## config.mk

```make
export PLATFORM = sky130hd
export DESIGN_NAME = tcg_top
export DESIGN_NICKNAME = d
export VERILOG_FILES = /design/src/rtl/tcg_pkg.sv /design/src/rtl/tcg_div.sv /design/src/rtl/tcg_sync.sv /design/src/rtl/tcg_top.sv
export SDC_FILE = /design/constraint.sdc
export NUM_CORES = 1
export LEC_CHECK = 0
export ABC_AREA = 1
export ABC_CLOCK_PERIOD_IN_PS = 4300
export BUFFER_PORTS_ARGS = -buffer_cell sky130_fd_sc_hd__buf_2
export CORE_ASPECT_RATIO = 0.9
export CORE_MARGIN = 10
export CORE_UTILIZATION = 45
export DETAILED_ROUTE_END_ITERATION = 12
export PLACE_DENSITY = 0.81
export SYNTH_ARGS = -nofsm -noshare
export SYNTH_HDL_FRONTEND = slang
export SYNTH_SLANG_ARGS = --single-unit
```

## constraint.sdc

```tcl
create_clock -name I_CLK_SYS -period 4.3 [get_ports I_CLK_SYS]
set_clock_uncertainty 0.05 [all_clocks]
set_input_delay 0.86 -clock I_CLK_SYS [delete_from_list [all_inputs] [get_ports I_CLK_SYS]]
set_output_delay 0.86 -clock I_CLK_SYS [all_outputs]
set_load 0.1 [all_outputs]
```

## src/rtl/tcg_pkg.sv

```systemverilog
// Constants and types shared by the clock generator control block.
// Assumes a single system clock and a synchronous, active-high reset.
package tcg_pkg;

    // ------------------------------------------------------------
    // Register map (word indices; byte address = 4 * index)
    // ------------------------------------------------------------
    localparam int ADDR_W = 18;
    localparam logic [15:0] IDX_BIT_CLK = 16'hd080;
    localparam logic [15:0] IDX_FRAME_SYNC = 16'hd081;
    localparam logic [15:0] IDX_GEN_CLK = 16'hd082;
    localparam logic [15:0] IDX_REF_SEL = 16'hd083;
    localparam logic [15:0] IDX_REF_PIN = 16'hd084;

    // ------------------------------------------------------------
    // Reset values and field layout
    // ------------------------------------------------------------
    localparam logic [15:0] RST_BIT_CLK = 16'h0000;
    localparam logic [15:0] RST_FRAME_SYNC = 16'h0001;
    localparam logic [15:0] RST_GEN_CLK = 16'h0008;
    localparam logic [15:0] RST_REF_SEL = 16'h0000;
    localparam logic [15:0] RST_REF_PIN = 16'h0003;
    localparam int EN_BIT = 3;
    localparam logic [2:0] GEN_CLK_MAX = 3'h4;
    localparam logic [2:0] REF_SEL_MAX = 3'h5;
    localparam logic [2:0] REF_DIV_MAX = 3'h4;

    // ------------------------------------------------------------
    // Reference source codes and divisors
    // ------------------------------------------------------------
    localparam logic [2:0] SEL_ALT_192 = 3'h0;
    localparam logic [2:0] SEL_EXT_256 = 3'h1;
    localparam logic [2:0] SEL_EXT = 3'h2;
    localparam logic [2:0] SEL_PIN = 3'h3;
    localparam logic [2:0] SEL_PIN_64 = 3'h4;
    localparam logic [2:0] SEL_FS = 3'h5;
    localparam logic [2:0] REF_DIV_1 = 3'h4;
    localparam logic [8:0] DIV_192 = 9'h0c0;
    localparam logic [8:0] DIV_256 = 9'h100;
    localparam logic [8:0] DIV_64 = 9'h040;
    localparam logic [8:0] DIV_4 = 9'h004;
    localparam logic [8:0] DIV_3 = 9'h003;
    localparam logic [8:0] DIV_1 = 9'h001;

    // ------------------------------------------------------------
    // Bus answers and synchroniser lanes
    // ------------------------------------------------------------
    localparam logic [1:0] RESP_OKAY = 2'h0;
    localparam logic [1:0] RESP_SLVERR = 2'h2;
    localparam int SYN_W = 5;
    localparam int SYN_EXT = 0;
    localparam int SYN_ALT = 1;
    localparam int SYN_PIN = 2;
    localparam int SYN_FS = 3;
    localparam int SYN_STRAP = 4;

    typedef struct packed {
        logic [1:0] bit_clk_rate;
        logic fs_rate;
        logic gen_clk_en;
        logic [2:0] gen_clk_rate;
        logic ref_en;
        logic [2:0] ref_sel;
        logic ref_pin_oe;
        logic [2:0] ref_pin_div;
    } tcg_regs_t;

    localparam tcg_regs_t REGS_RESET = '{
        bit_clk_rate: RST_BIT_CLK[1:0],
        fs_rate: RST_FRAME_SYNC[0],
        gen_clk_en: RST_GEN_CLK[EN_BIT],
        gen_clk_rate: RST_GEN_CLK[2:0],
        ref_en: RST_REF_SEL[EN_BIT],
        ref_sel: RST_REF_SEL[2:0],
        ref_pin_oe: RST_REF_PIN[EN_BIT],
        ref_pin_div: RST_REF_PIN[2:0]
    };

    typedef struct packed {
        logic aw_got;
        logic w_got;
        logic [ADDR_W-1:0] awaddr;
        logic [31:0] wdata;
        logic [3:0] wstrb;
        logic bvalid;
        logic [1:0] bresp;
        logic rvalid;
        logic [31:0] rdata;
        logic [1:0] rresp;
    } tcg_axi_t;

    typedef struct packed {
        tcg_regs_t regs;
        tcg_axi_t axi;
        logic master;
        logic ref_tick;
        logic ref_pin_out;
    } tcg_state_t;

    typedef struct packed {
        logic [8:0] cnt;
        logic tick;
        logic level;
    } tcg_div_t;

endpackage

```

## src/rtl/tcg_div.sv

```systemverilog
// Event divider: one output tick per N input ticks, with a near-square level.
// Assumes input ticks are single-cycle pulses on the system clock.
module tcg_div (
    // Clock and reset
    input wire logic i_clk,
    input wire logic i_rst,
    // Input events and divisor
    input wire logic i_tick,
    input wire logic [8:0] i_div,
    // Divided events
    output logic o_tick,
    output logic o_level
);

    tcg_pkg::tcg_div_t s_r;
    tcg_pkg::tcg_div_t s_nxt;
    logic [8:0] half;

    always_comb begin
        half = 9'((i_div + 9'h001) >> 1);
        s_nxt = s_r;
        s_nxt.tick = 1'b0;
        if (i_tick) begin
            if (s_r.cnt >= 9'(i_div - 9'h001)) begin
                s_nxt.cnt = 9'h000;
                s_nxt.tick = 1'b1;
            end else begin
                s_nxt.cnt = 9'(s_r.cnt + 9'h001);
            end
        end
        s_nxt.level = (s_nxt.cnt < half);
        if (i_rst) begin
            s_nxt = '0;
        end
    end

    always_ff @(posedge i_clk) begin
        s_r <= s_nxt;
    end

    assign o_tick = s_r.tick;
    assign o_level = s_r.level;
endmodule

```

## src/rtl/tcg_sync.sv

```systemverilog
// Two-flop synchronisers for pin inputs, plus rising-edge detection.
// Assumes the pins are asynchronous to the system clock.
module tcg_sync (
    // Clock
    input wire logic i_clk,
    // Pins
    input wire logic [tcg_pkg::SYN_W-1:0] i_pins,
    // Synchronised levels and rising edges
    output logic [tcg_pkg::SYN_W-1:0] o_level,
    output logic [tcg_pkg::SYN_W-1:0] o_rise
);

    logic [tcg_pkg::SYN_W-1:0] meta_r;
    logic [tcg_pkg::SYN_W-1:0] sync_r;
    logic [tcg_pkg::SYN_W-1:0] last_r;

    // No reset: the strap must pass through while reset is held
    always_ff @(posedge i_clk) begin
        meta_r <= i_pins;
        sync_r <= meta_r;
        last_r <= sync_r;
    end

    assign o_level = sync_r;
    assign o_rise = sync_r & ~last_r;

endmodule

```

## src/rtl/tcg_top.sv

```systemverilog
// Clock generator control: AXI4-Lite registers steering PCM clock rates,
// the general clock output pin, the oscillator reference and the reference pin.
// Assumes one 25 MHz system clock; all pins are asynchronous to it.
//
// What this block does
// RULE1: Bit clock rate code 0..3 selects 2.048 to 16.384 MHz, master only.
// RULE2: Frame sync rate bit picks 4 or 8 kHz input, slave only.
// RULE3: Software keeps frame sync rate bit at 1; output is always 8 kHz.
// RULE4: Frame sync and bit clock direction latched from strap during reset.
// RULE5: General clock output enable bit tri-states pin at 0, drives at 1.
// RULE6: General clock rate code 0..4 selects 2.048 to 16.384 MHz.
// RULE7: Oscillator reference enable bit gates the 8 kHz reference.
// RULE8: Reference select picks one of six divided or direct sources.
// RULE9: Reference pin output enable: 0 input with driver off, 1 output.
// RULE10: Reference pin output is external sync clock divided by 256,192,4,3,1.
// RULE11: External sync clock into the reference divider stays below 2.048 MHz.
// RULE12: Unused register bits read as zero.
// RULE13: Unlisted field codes are ignored and the old setting stays.
//
// Added by the designer: the AXI4-Lite slave port.
module tcg_top (
    // Clock and reset
    input wire logic I_CLK_SYS,
    input wire logic I_SYS_RST,
    // AXI4-Lite write channels
    input wire logic [tcg_pkg::ADDR_W-1:0] I_AXI_AWADDR,
    input wire logic I_AXI_AWVALID,
    output logic O_AXI_AWREADY,
    input wire logic [31:0] I_AXI_WDATA,
    input wire logic [3:0] I_AXI_WSTRB,
    input wire logic I_AXI_WVALID,
    output logic O_AXI_WREADY,
    output logic [1:0] O_AXI_BRESP,
    output logic O_AXI_BVALID,
    input wire logic I_AXI_BREADY,
    // AXI4-Lite read channels
    input wire logic [tcg_pkg::ADDR_W-1:0] I_AXI_ARADDR,
    input wire logic I_AXI_ARVALID,
    output logic O_AXI_ARREADY,
    output logic [31:0] O_AXI_RDATA,
    output logic [1:0] O_AXI_RRESP,
    output logic O_AXI_RVALID,
    input wire logic I_AXI_RREADY,
    // Pin inputs
    input wire logic I_MASTER_SLAVE_STRAP,
    input wire logic I_EXTERNAL_SYNC_CLOCK,
    input wire logic I_EXTERNAL_SYNC_CLOCK_ALT,
    input wire logic I_REFERENCE_PIN,
    input wire logic I_PCM_FRAME_SYNC,
    // PCM pin control
    output logic [1:0] O_PCM_BIT_CLOCK_RATE,
    output logic O_PCM_BIT_CLOCK_OE,
    output logic O_PCM_FRAME_SYNC_OE,
    output logic O_PCM_FRAME_SYNC_8K,
    // General clock output control
    output logic [2:0] O_GENERAL_CLOCK_OUTPUT_RATE,
    output logic O_GENERAL_CLOCK_OUTPUT_OE,
    // Oscillator reference and reference pin
    output logic O_OSC_REF_TICK,
    output logic O_REFERENCE_PIN,
    output logic O_REFERENCE_PIN_OE
);

    // ------------------------------------------------------------
    // Helpers
    // ------------------------------------------------------------
    function automatic logic [15:0] word_index(input logic [tcg_pkg::ADDR_W-1:0] addr);
        word_index = addr[tcg_pkg::ADDR_W-1:2];
    endfunction

    function automatic logic is_mapped(input logic [15:0] idx);
        is_mapped = (idx >= tcg_pkg::IDX_BIT_CLK) && (idx <= tcg_pkg::IDX_REF_PIN);
    endfunction

    function automatic logic [15:0] reg_read(input tcg_pkg::tcg_regs_t r, input logic [15:0] idx);
        reg_read = 16'h0000;
        unique case (idx)
            tcg_pkg::IDX_BIT_CLK: reg_read = {14'h0, r.bit_clk_rate};
            tcg_pkg::IDX_FRAME_SYNC: reg_read = {15'h0, r.fs_rate};
            tcg_pkg::IDX_GEN_CLK: reg_read = {12'h0, r.gen_clk_en, r.gen_clk_rate};
            tcg_pkg::IDX_REF_SEL: reg_read = {12'h0, r.ref_en, r.ref_sel};
            tcg_pkg::IDX_REF_PIN: reg_read = {12'h0, r.ref_pin_oe, r.ref_pin_div};
            default: reg_read = 16'h0000;
        endcase
    endfunction

    function automatic tcg_pkg::tcg_regs_t reg_write(input tcg_pkg::tcg_regs_t r, input logic [15:0] idx,
                                                     input logic [7:0] d);
        reg_write = r;
        unique case (idx)
            tcg_pkg::IDX_BIT_CLK: reg_write.bit_clk_rate = d[1:0];
            tcg_pkg::IDX_FRAME_SYNC: reg_write.fs_rate = d[0];
            tcg_pkg::IDX_GEN_CLK: begin
                reg_write.gen_clk_en = d[tcg_pkg::EN_BIT];
                if (d[2:0] <= tcg_pkg::GEN_CLK_MAX) begin // [RULE13]
                    reg_write.gen_clk_rate = d[2:0];
                end
            end
            tcg_pkg::IDX_REF_SEL: begin
                reg_write.ref_en = d[tcg_pkg::EN_BIT];
                if (d[2:0] <= tcg_pkg::REF_SEL_MAX) begin // [RULE13]
                    reg_write.ref_sel = d[2:0];
                end
            end
            tcg_pkg::IDX_REF_PIN: begin
                reg_write.ref_pin_oe = d[tcg_pkg::EN_BIT];
                if (d[2:0] <= tcg_pkg::REF_DIV_MAX) begin // [RULE13]
                    reg_write.ref_pin_div = d[2:0];
                end
            end
            default: reg_write = r;
        endcase
    endfunction

    function automatic logic [8:0] ref_pin_divisor(input logic [2:0] code);
        unique case (code)
            3'h0: ref_pin_divisor = tcg_pkg::DIV_256;
            3'h1: ref_pin_divisor = tcg_pkg::DIV_192;
            3'h2: ref_pin_divisor = tcg_pkg::DIV_4;
            3'h3: ref_pin_divisor = tcg_pkg::DIV_3;
            default: ref_pin_divisor = tcg_pkg::DIV_1;
        endcase
    endfunction

    // ------------------------------------------------------------
    // Pin synchronisers and dividers
    // ------------------------------------------------------------
    tcg_pkg::tcg_state_t s_r;
    tcg_pkg::tcg_state_t s_nxt;
    logic [tcg_pkg::SYN_W-1:0] pin_level;
    logic [tcg_pkg::SYN_W-1:0] pin_rise;
    logic alt_192_tick;
    logic ext_256_tick;
    logic pin_64_tick;
    logic ref_div_level;
    logic pin_is_input;
    logic aw_fire;
    logic w_fire;
    logic ar_fire;
    logic wr_go;
    logic [15:0] wr_idx;
    logic [15:0] rd_idx;
    logic src_tick;

    tcg_sync u_sync (
        .i_clk(I_CLK_SYS),
        .i_pins({I_MASTER_SLAVE_STRAP, I_PCM_FRAME_SYNC, I_REFERENCE_PIN, I_EXTERNAL_SYNC_CLOCK_ALT,
                 I_EXTERNAL_SYNC_CLOCK}),
        .o_level(pin_level),
        .o_rise(pin_rise)
    );

    tcg_div u_div_alt_192 (
        .i_clk(I_CLK_SYS),
        .i_rst(I_SYS_RST),
        .i_tick(pin_rise[tcg_pkg::SYN_ALT]),
        .i_div(tcg_pkg::DIV_192),
        .o_tick(alt_192_tick),
        .o_level()
    );

    tcg_div u_div_ext_256 (
        .i_clk(I_CLK_SYS),
        .i_rst(I_SYS_RST),
        .i_tick(pin_rise[tcg_pkg::SYN_EXT]),
        .i_div(tcg_pkg::DIV_256),
        .o_tick(ext_256_tick),
        .o_level()
    );

    tcg_div u_div_pin_64 (
        .i_clk(I_CLK_SYS),
        .i_rst(I_SYS_RST),
        .i_tick(pin_rise[tcg_pkg::SYN_PIN] & pin_is_input),
        .i_div(tcg_pkg::DIV_64),
        .o_tick(pin_64_tick),
        .o_level()
    );

    tcg_div u_div_ref_pin (
        .i_clk(I_CLK_SYS),
        .i_rst(I_SYS_RST),
        .i_tick(pin_rise[tcg_pkg::SYN_EXT]),
        .i_div(ref_pin_divisor(s_r.regs.ref_pin_div)), // [RULE10]
        .o_tick(),
        .o_level(ref_div_level)
    );

    // ------------------------------------------------------------
    // Next state
    // ------------------------------------------------------------
    assign pin_is_input = ~s_r.regs.ref_pin_oe;
    assign aw_fire = I_AXI_AWVALID & O_AXI_AWREADY;
    assign w_fire = I_AXI_WVALID & O_AXI_WREADY;
    assign ar_fire = I_AXI_ARVALID & O_AXI_ARREADY;
    assign wr_go = s_r.axi.aw_got & s_r.axi.w_got;
    assign wr_idx = word_index(s_r.axi.awaddr);
    assign rd_idx = word_index(I_AXI_ARADDR);

    always_comb begin
        unique case (s_r.regs.ref_sel) // [RULE8]
            tcg_pkg::SEL_ALT_192: src_tick = alt_192_tick;
            tcg_pkg::SEL_EXT_256: src_tick = ext_256_tick;
            tcg_pkg::SEL_EXT: src_tick = pin_rise[tcg_pkg::SYN_EXT];
            tcg_pkg::SEL_PIN: src_tick = pin_rise[tcg_pkg::SYN_PIN] & pin_is_input;
            tcg_pkg::SEL_PIN_64: src_tick = pin_64_tick;
            tcg_pkg::SEL_FS: src_tick = pin_rise[tcg_pkg::SYN_FS] & ~s_r.master;
            default: src_tick = 1'b0;
        endcase
    end

    always_comb begin
        s_nxt = s_r;
        if (aw_fire) begin
            s_nxt.axi.aw_got = 1'b1;
            s_nxt.axi.awaddr = I_AXI_AWADDR;
        end
        if (w_fire) begin
            s_nxt.axi.w_got = 1'b1;
            s_nxt.axi.wdata = I_AXI_WDATA;
            s_nxt.axi.wstrb = I_AXI_WSTRB;
        end
        if (s_r.axi.bvalid && I_AXI_BREADY) begin
            s_nxt.axi.bvalid = 1'b0;
        end
        if (wr_go) begin
            s_nxt.axi.aw_got = 1'b0;
            s_nxt.axi.w_got = 1'b0;
            s_nxt.axi.bvalid = 1'b1;
            s_nxt.axi.bresp = is_mapped(wr_idx) ? tcg_pkg::RESP_OKAY : tcg_pkg::RESP_SLVERR;
            if (s_r.axi.wstrb[0]) begin
                s_nxt.regs = reg_write(s_r.regs, wr_idx, s_r.axi.wdata[7:0]);
            end
        end
        if (s_r.axi.rvalid && I_AXI_RREADY) begin
            s_nxt.axi.rvalid = 1'b0;
        end
        if (ar_fire) begin
            s_nxt.axi.rvalid = 1'b1;
            s_nxt.axi.rdata = {16'h0000, reg_read(s_r.regs, rd_idx)}; // [RULE12]
            s_nxt.axi.rresp = is_mapped(rd_idx) ? tcg_pkg::RESP_OKAY : tcg_pkg::RESP_SLVERR;
        end
        s_nxt.ref_tick = s_r.regs.ref_en & src_tick; // [RULE7]
        if (s_r.regs.ref_pin_div == tcg_pkg::REF_DIV_1) begin
            s_nxt.ref_pin_out = s_r.regs.ref_pin_oe & pin_level[tcg_pkg::SYN_EXT]; // [RULE10]
        end else begin
            s_nxt.ref_pin_out = s_r.regs.ref_pin_oe & ref_div_level;
        end
        if (I_SYS_RST) begin
            s_nxt = '0;
            s_nxt.regs = tcg_pkg::REGS_RESET;
            s_nxt.master = pin_level[tcg_pkg::SYN_STRAP]; // [RULE4]
        end
    end

    always_ff @(posedge I_CLK_SYS) begin
        s_r <= s_nxt;
    end

    // ------------------------------------------------------------
    // Outputs
    // ------------------------------------------------------------
    assign O_AXI_AWREADY = ~s_r.axi.aw_got & ~s_r.axi.bvalid;
    assign O_AXI_WREADY = ~s_r.axi.w_got & ~s_r.axi.bvalid;
    assign O_AXI_BVALID = s_r.axi.bvalid;
    assign O_AXI_BRESP = s_r.axi.bresp;
    assign O_AXI_ARREADY = ~s_r.axi.rvalid;
    assign O_AXI_RVALID = s_r.axi.rvalid;
    assign O_AXI_RDATA = s_r.axi.rdata;
    assign O_AXI_RRESP = s_r.axi.rresp;
    assign O_PCM_BIT_CLOCK_OE = s_r.master; // [RULE4]
    assign O_PCM_FRAME_SYNC_OE = s_r.master;
    assign O_PCM_BIT_CLOCK_RATE = s_r.master ? s_r.regs.bit_clk_rate : 2'h0; // [RULE1]
    assign O_PCM_FRAME_SYNC_8K = s_r.master | s_r.regs.fs_rate; // [RULE2] [RULE3]
    assign O_GENERAL_CLOCK_OUTPUT_RATE = s_r.regs.gen_clk_rate; // [RULE6]
    assign O_GENERAL_CLOCK_OUTPUT_OE = s_r.regs.gen_clk_en; // [RULE5]
    assign O_OSC_REF_TICK = s_r.ref_tick;
    assign O_REFERENCE_PIN = s_r.ref_pin_out;
    assign O_REFERENCE_PIN_OE = s_r.regs.ref_pin_oe; // [RULE9]
endmodule

```

==> results_dict.tcl <==
set metrics [dict create \
    antennaDiodeCount 0 \
    fin_util_pct 51.2 \
    peakVddDrop_mv 0.266 \
    syn2layout_area_growth_pct 12.4 \
    syn_inst 680 \
    vias 4354 \
    fin_tns_setup_ps 0 \
    grt_max_degree 43 \
    p_leak_nw 2.62 \
    worst_slew_pin_slew_ps 635 \
    ys_seq_area_share_pct 40.1 \
    crit_slowest_cell "dfxtp_1" \
    yosys.area.top_type "dfxtp_1" \
    ctsHtreeMaxLevel 3 \
    dp.cells 887 \
    cp_max_fo 10 \
    detail-route-antenna-nets 0 \
    timing.critical_path.cells "inv_1, nor3_4, inv_1, ha_1, inv_1, nand2_1, ha_1, ha_1, xor2_1, ha_1, a21oi_1, o21a_1, nand2_1, nand2_2, inv_2, nor3_1, ha_1, inv_1, o21ai_0, a21oi_2, nand2_1, nor2_1" \
    grtUsageTotal_pct 13.8 \
    rsz0062_at_grt "false" \
    power_density_nw_per_um2 377 \
    overflow 0 \
    fin_cells 903 \
    timing.fmax_mhz 261 \
    endpoint_kind "flip-flop" \
    path_clk_slew_ps 70 \
    post-cts-setup-buffer-count 0 \
    pin_count 137 \
    synth_area_per_cell_um2 7.60 \
    ys.flop_type "dfxtp_1" \
    ys_types 46 \
    dp_slack_ps 438 \
    die_height_um 122 \
    hpwl_um 8720 \
    synth.cell_area_um2 5170 \
    coreArea_um2 11300 \
    setup_viol 0 \
    clock_path_buffers 2 \
    yosys-top-cells-area "dfxtp_1, nor2_1, nand2_1" \
    grt_pass1_wl_um 18700 \
    die_area_um2 16200 \
    period_share_pct 89.1 \
    ys_seq_elements 103 \
    slew_violations 0 \
    post-route-drc-count 0 \
    num-nets-final 850 \
    start_util_pct 45.6 \
    worstSetupStartpoint "s_r[98]" \
    cts-root-buf "clkbuf_16" \
    cp_top_family "adder cells" \
    cts_buffers 9 \
    max_slew_margin_pct 57.6 \
    worst-setup-path-type "flip-flop to flip-flop" \
    via_per_inst 4.82 \
    worstPathArrival_ps 4060 \
    post_route_cells_drive_above_1_share_pct 18.6 \
    ys.warnings.count 0 \
    total_power_mw 2.19 \
    worst_slack_ps 467 \
    yosysTopAreaCellShare_pct 39.5 \
    cts.sinks 103 \
    r2r-start "s_r[98]" \
    slowest_delay_ps 400 \
    dieWidth_um 133 \
    yosysMostFrequentCell "nor2_1" \
    period_minus_slack_ps 3830 \
    synth_common_cells "nor2_1, dfxtp_1, nand2_1" \
    port_buffers 71 \
    crit_top_cell "ha_1" \
    outcome "complete, no violations" \
    dr.pass1.iters 5 \
    drtIter0Drc 231 \
    rows 37 \
    final-hold-violation-count 0 \
    antenna_found_initial 0 \
    critPathBufInv 5 \
    cts_tree "built" \
    hold_start "u_sync.meta_r[3]" \
    start_kind "flip-flop" \
    clock_latency_ps 350 \
    required_ps 4530 \
    postSynth.asyncResetShare_pct 0 \
    hold_class "flip-flop to flip-flop" \
    cap_violations 0 \
    drt_wl_total_um 11200 \
    grt_pass1_vias 4014 \
    routedWlPerCell_um 12.4 \
    globalplace.congestion 0.887 \
    synth_edf_count 1 \
]
power by group:
part	leakage, nW	internal (mW)	total, mW	switching (mW)
Combinational	1.63	0.0604	0.331	0.271
Sequential	0.845	0.994	1.02	0.0286
Clock	0.151	0.464	0.838	0.375
stage by stage:
stage	hold WS, ps	cell area, µm²
floorplan	260	5280
global placement	261	5500
detailed placement	262	5500
CTS	278	5810
global route	287	5810
finish	278	5810
path summary, 6_finish.rpt:
path                      endpoint  slack, ps  cells past startpoint
max          u_div_ref_pin.o_level        470                     22
min              u_sync.o_level[3]        280                      0
min reg2reg      u_sync.o_level[3]        280                      0
max reg2reg  u_div_ref_pin.o_level        470                     22
cell families after synthesis:
| kind of cell | share of synthesized area (%) |
|---|---|
| buf+inv | 12.5 |
| fa+ha+maj | 5.81 |
| other cells | 0.0725 |
| xor+xnor | 2.37 |
| compound gates | 11.3 |
| simple gates | 27.9 |
| flops | 40.1 |
per-layer routing:
metal	part of all wire [%]	track usage, %	up-vias
li1	-	-	2277
met1	46	17.0	1955
met2	45	22.3	109
met3	6.9	4.53	13
met4	1.7	5.01	0
met5	0	0	-
worst reg2reg max path: stages (launching register included):
cell and delay (ps):
dfxtp_1 400, inv_1 160, nor3_4 230, inv_1 110, ha_1 200, inv_1 70
nand2_1 60, ha_1 230, ha_1 200, xor2_1 160, ha_1 290, a21oi_1 150
o21a_1 170, nand2_1 80, nand2_2 130, inv_2 120, nor3_1 220, ha_1 270
inv_1 50, o21ai_0 110, a21oi_2 130, nand2_1 60, nor2_1 110
repair_timing:
item | in CTS | in global routing
hold buffers | 0 | 0
endpoints found under the setup margin | 0 | 1
gates resized for setup | 0 | 1
state kept, by name, indices dropped and copies added (netlist names), 3 cells and up:
| register | flops |
|---|---|
| O_AXI_RDATA | 4 |
| O_GENERAL_CLOCK_OUTPUT_RATE | 3 |
| s_r | 33 |
| u_div_alt_192.s_r | 9 |
| u_div_ext_256.s_r | 9 |
| u_div_pin_64.s_r | 9 |
| u_div_ref_pin.s_r | 9 |
| u_sync.last_r | 4 |
| u_sync.meta_r | 5 |
| u_sync.o_level | 5 |
layout by cell type (no fill, tap or decap), types with 2 or more instances in the layout:
cell / n
xnor2_1: 2
nand3_1: 22
conb_1: 30
nand4_1: 12
xor2_1: 12
nand3_2: 3
o22ai_1: 3
nor2_1: 110
nand2_4: 2
nor2_4: 4
a211oi_1: 4
inv_1: 70
clkbuf_16: 9
a21oi_1: 39
inv_6: 2
and3_1: 2
o21a_1: 2
nor3_4: 3
o211ai_1: 5
a21oi_2: 3
nor3_2: 7
buf_2: 71
o21ai_0: 32
or2_2: 3
nor2_2: 7
nor4_1: 2
ha_1: 24
dfxtp_1: 102
nor3b_1: 3
o21ai_1: 6
inv_8: 2
nand2_1: 96
nand2_2: 6
inv_2: 11
nor3_1: 21
layout make-up:
type,instances,area [µm²]
Clock buffer,9,225
Clock inverter,7,83.8
Fill cell,1076,5530
Multi-Input combinational cell,475,2570
Sequential cell,103,2070
Inverter,81,304
Tap cell,156,195
Timing Repair Buffer,72,363
Power figures use the tool's default switching activity.
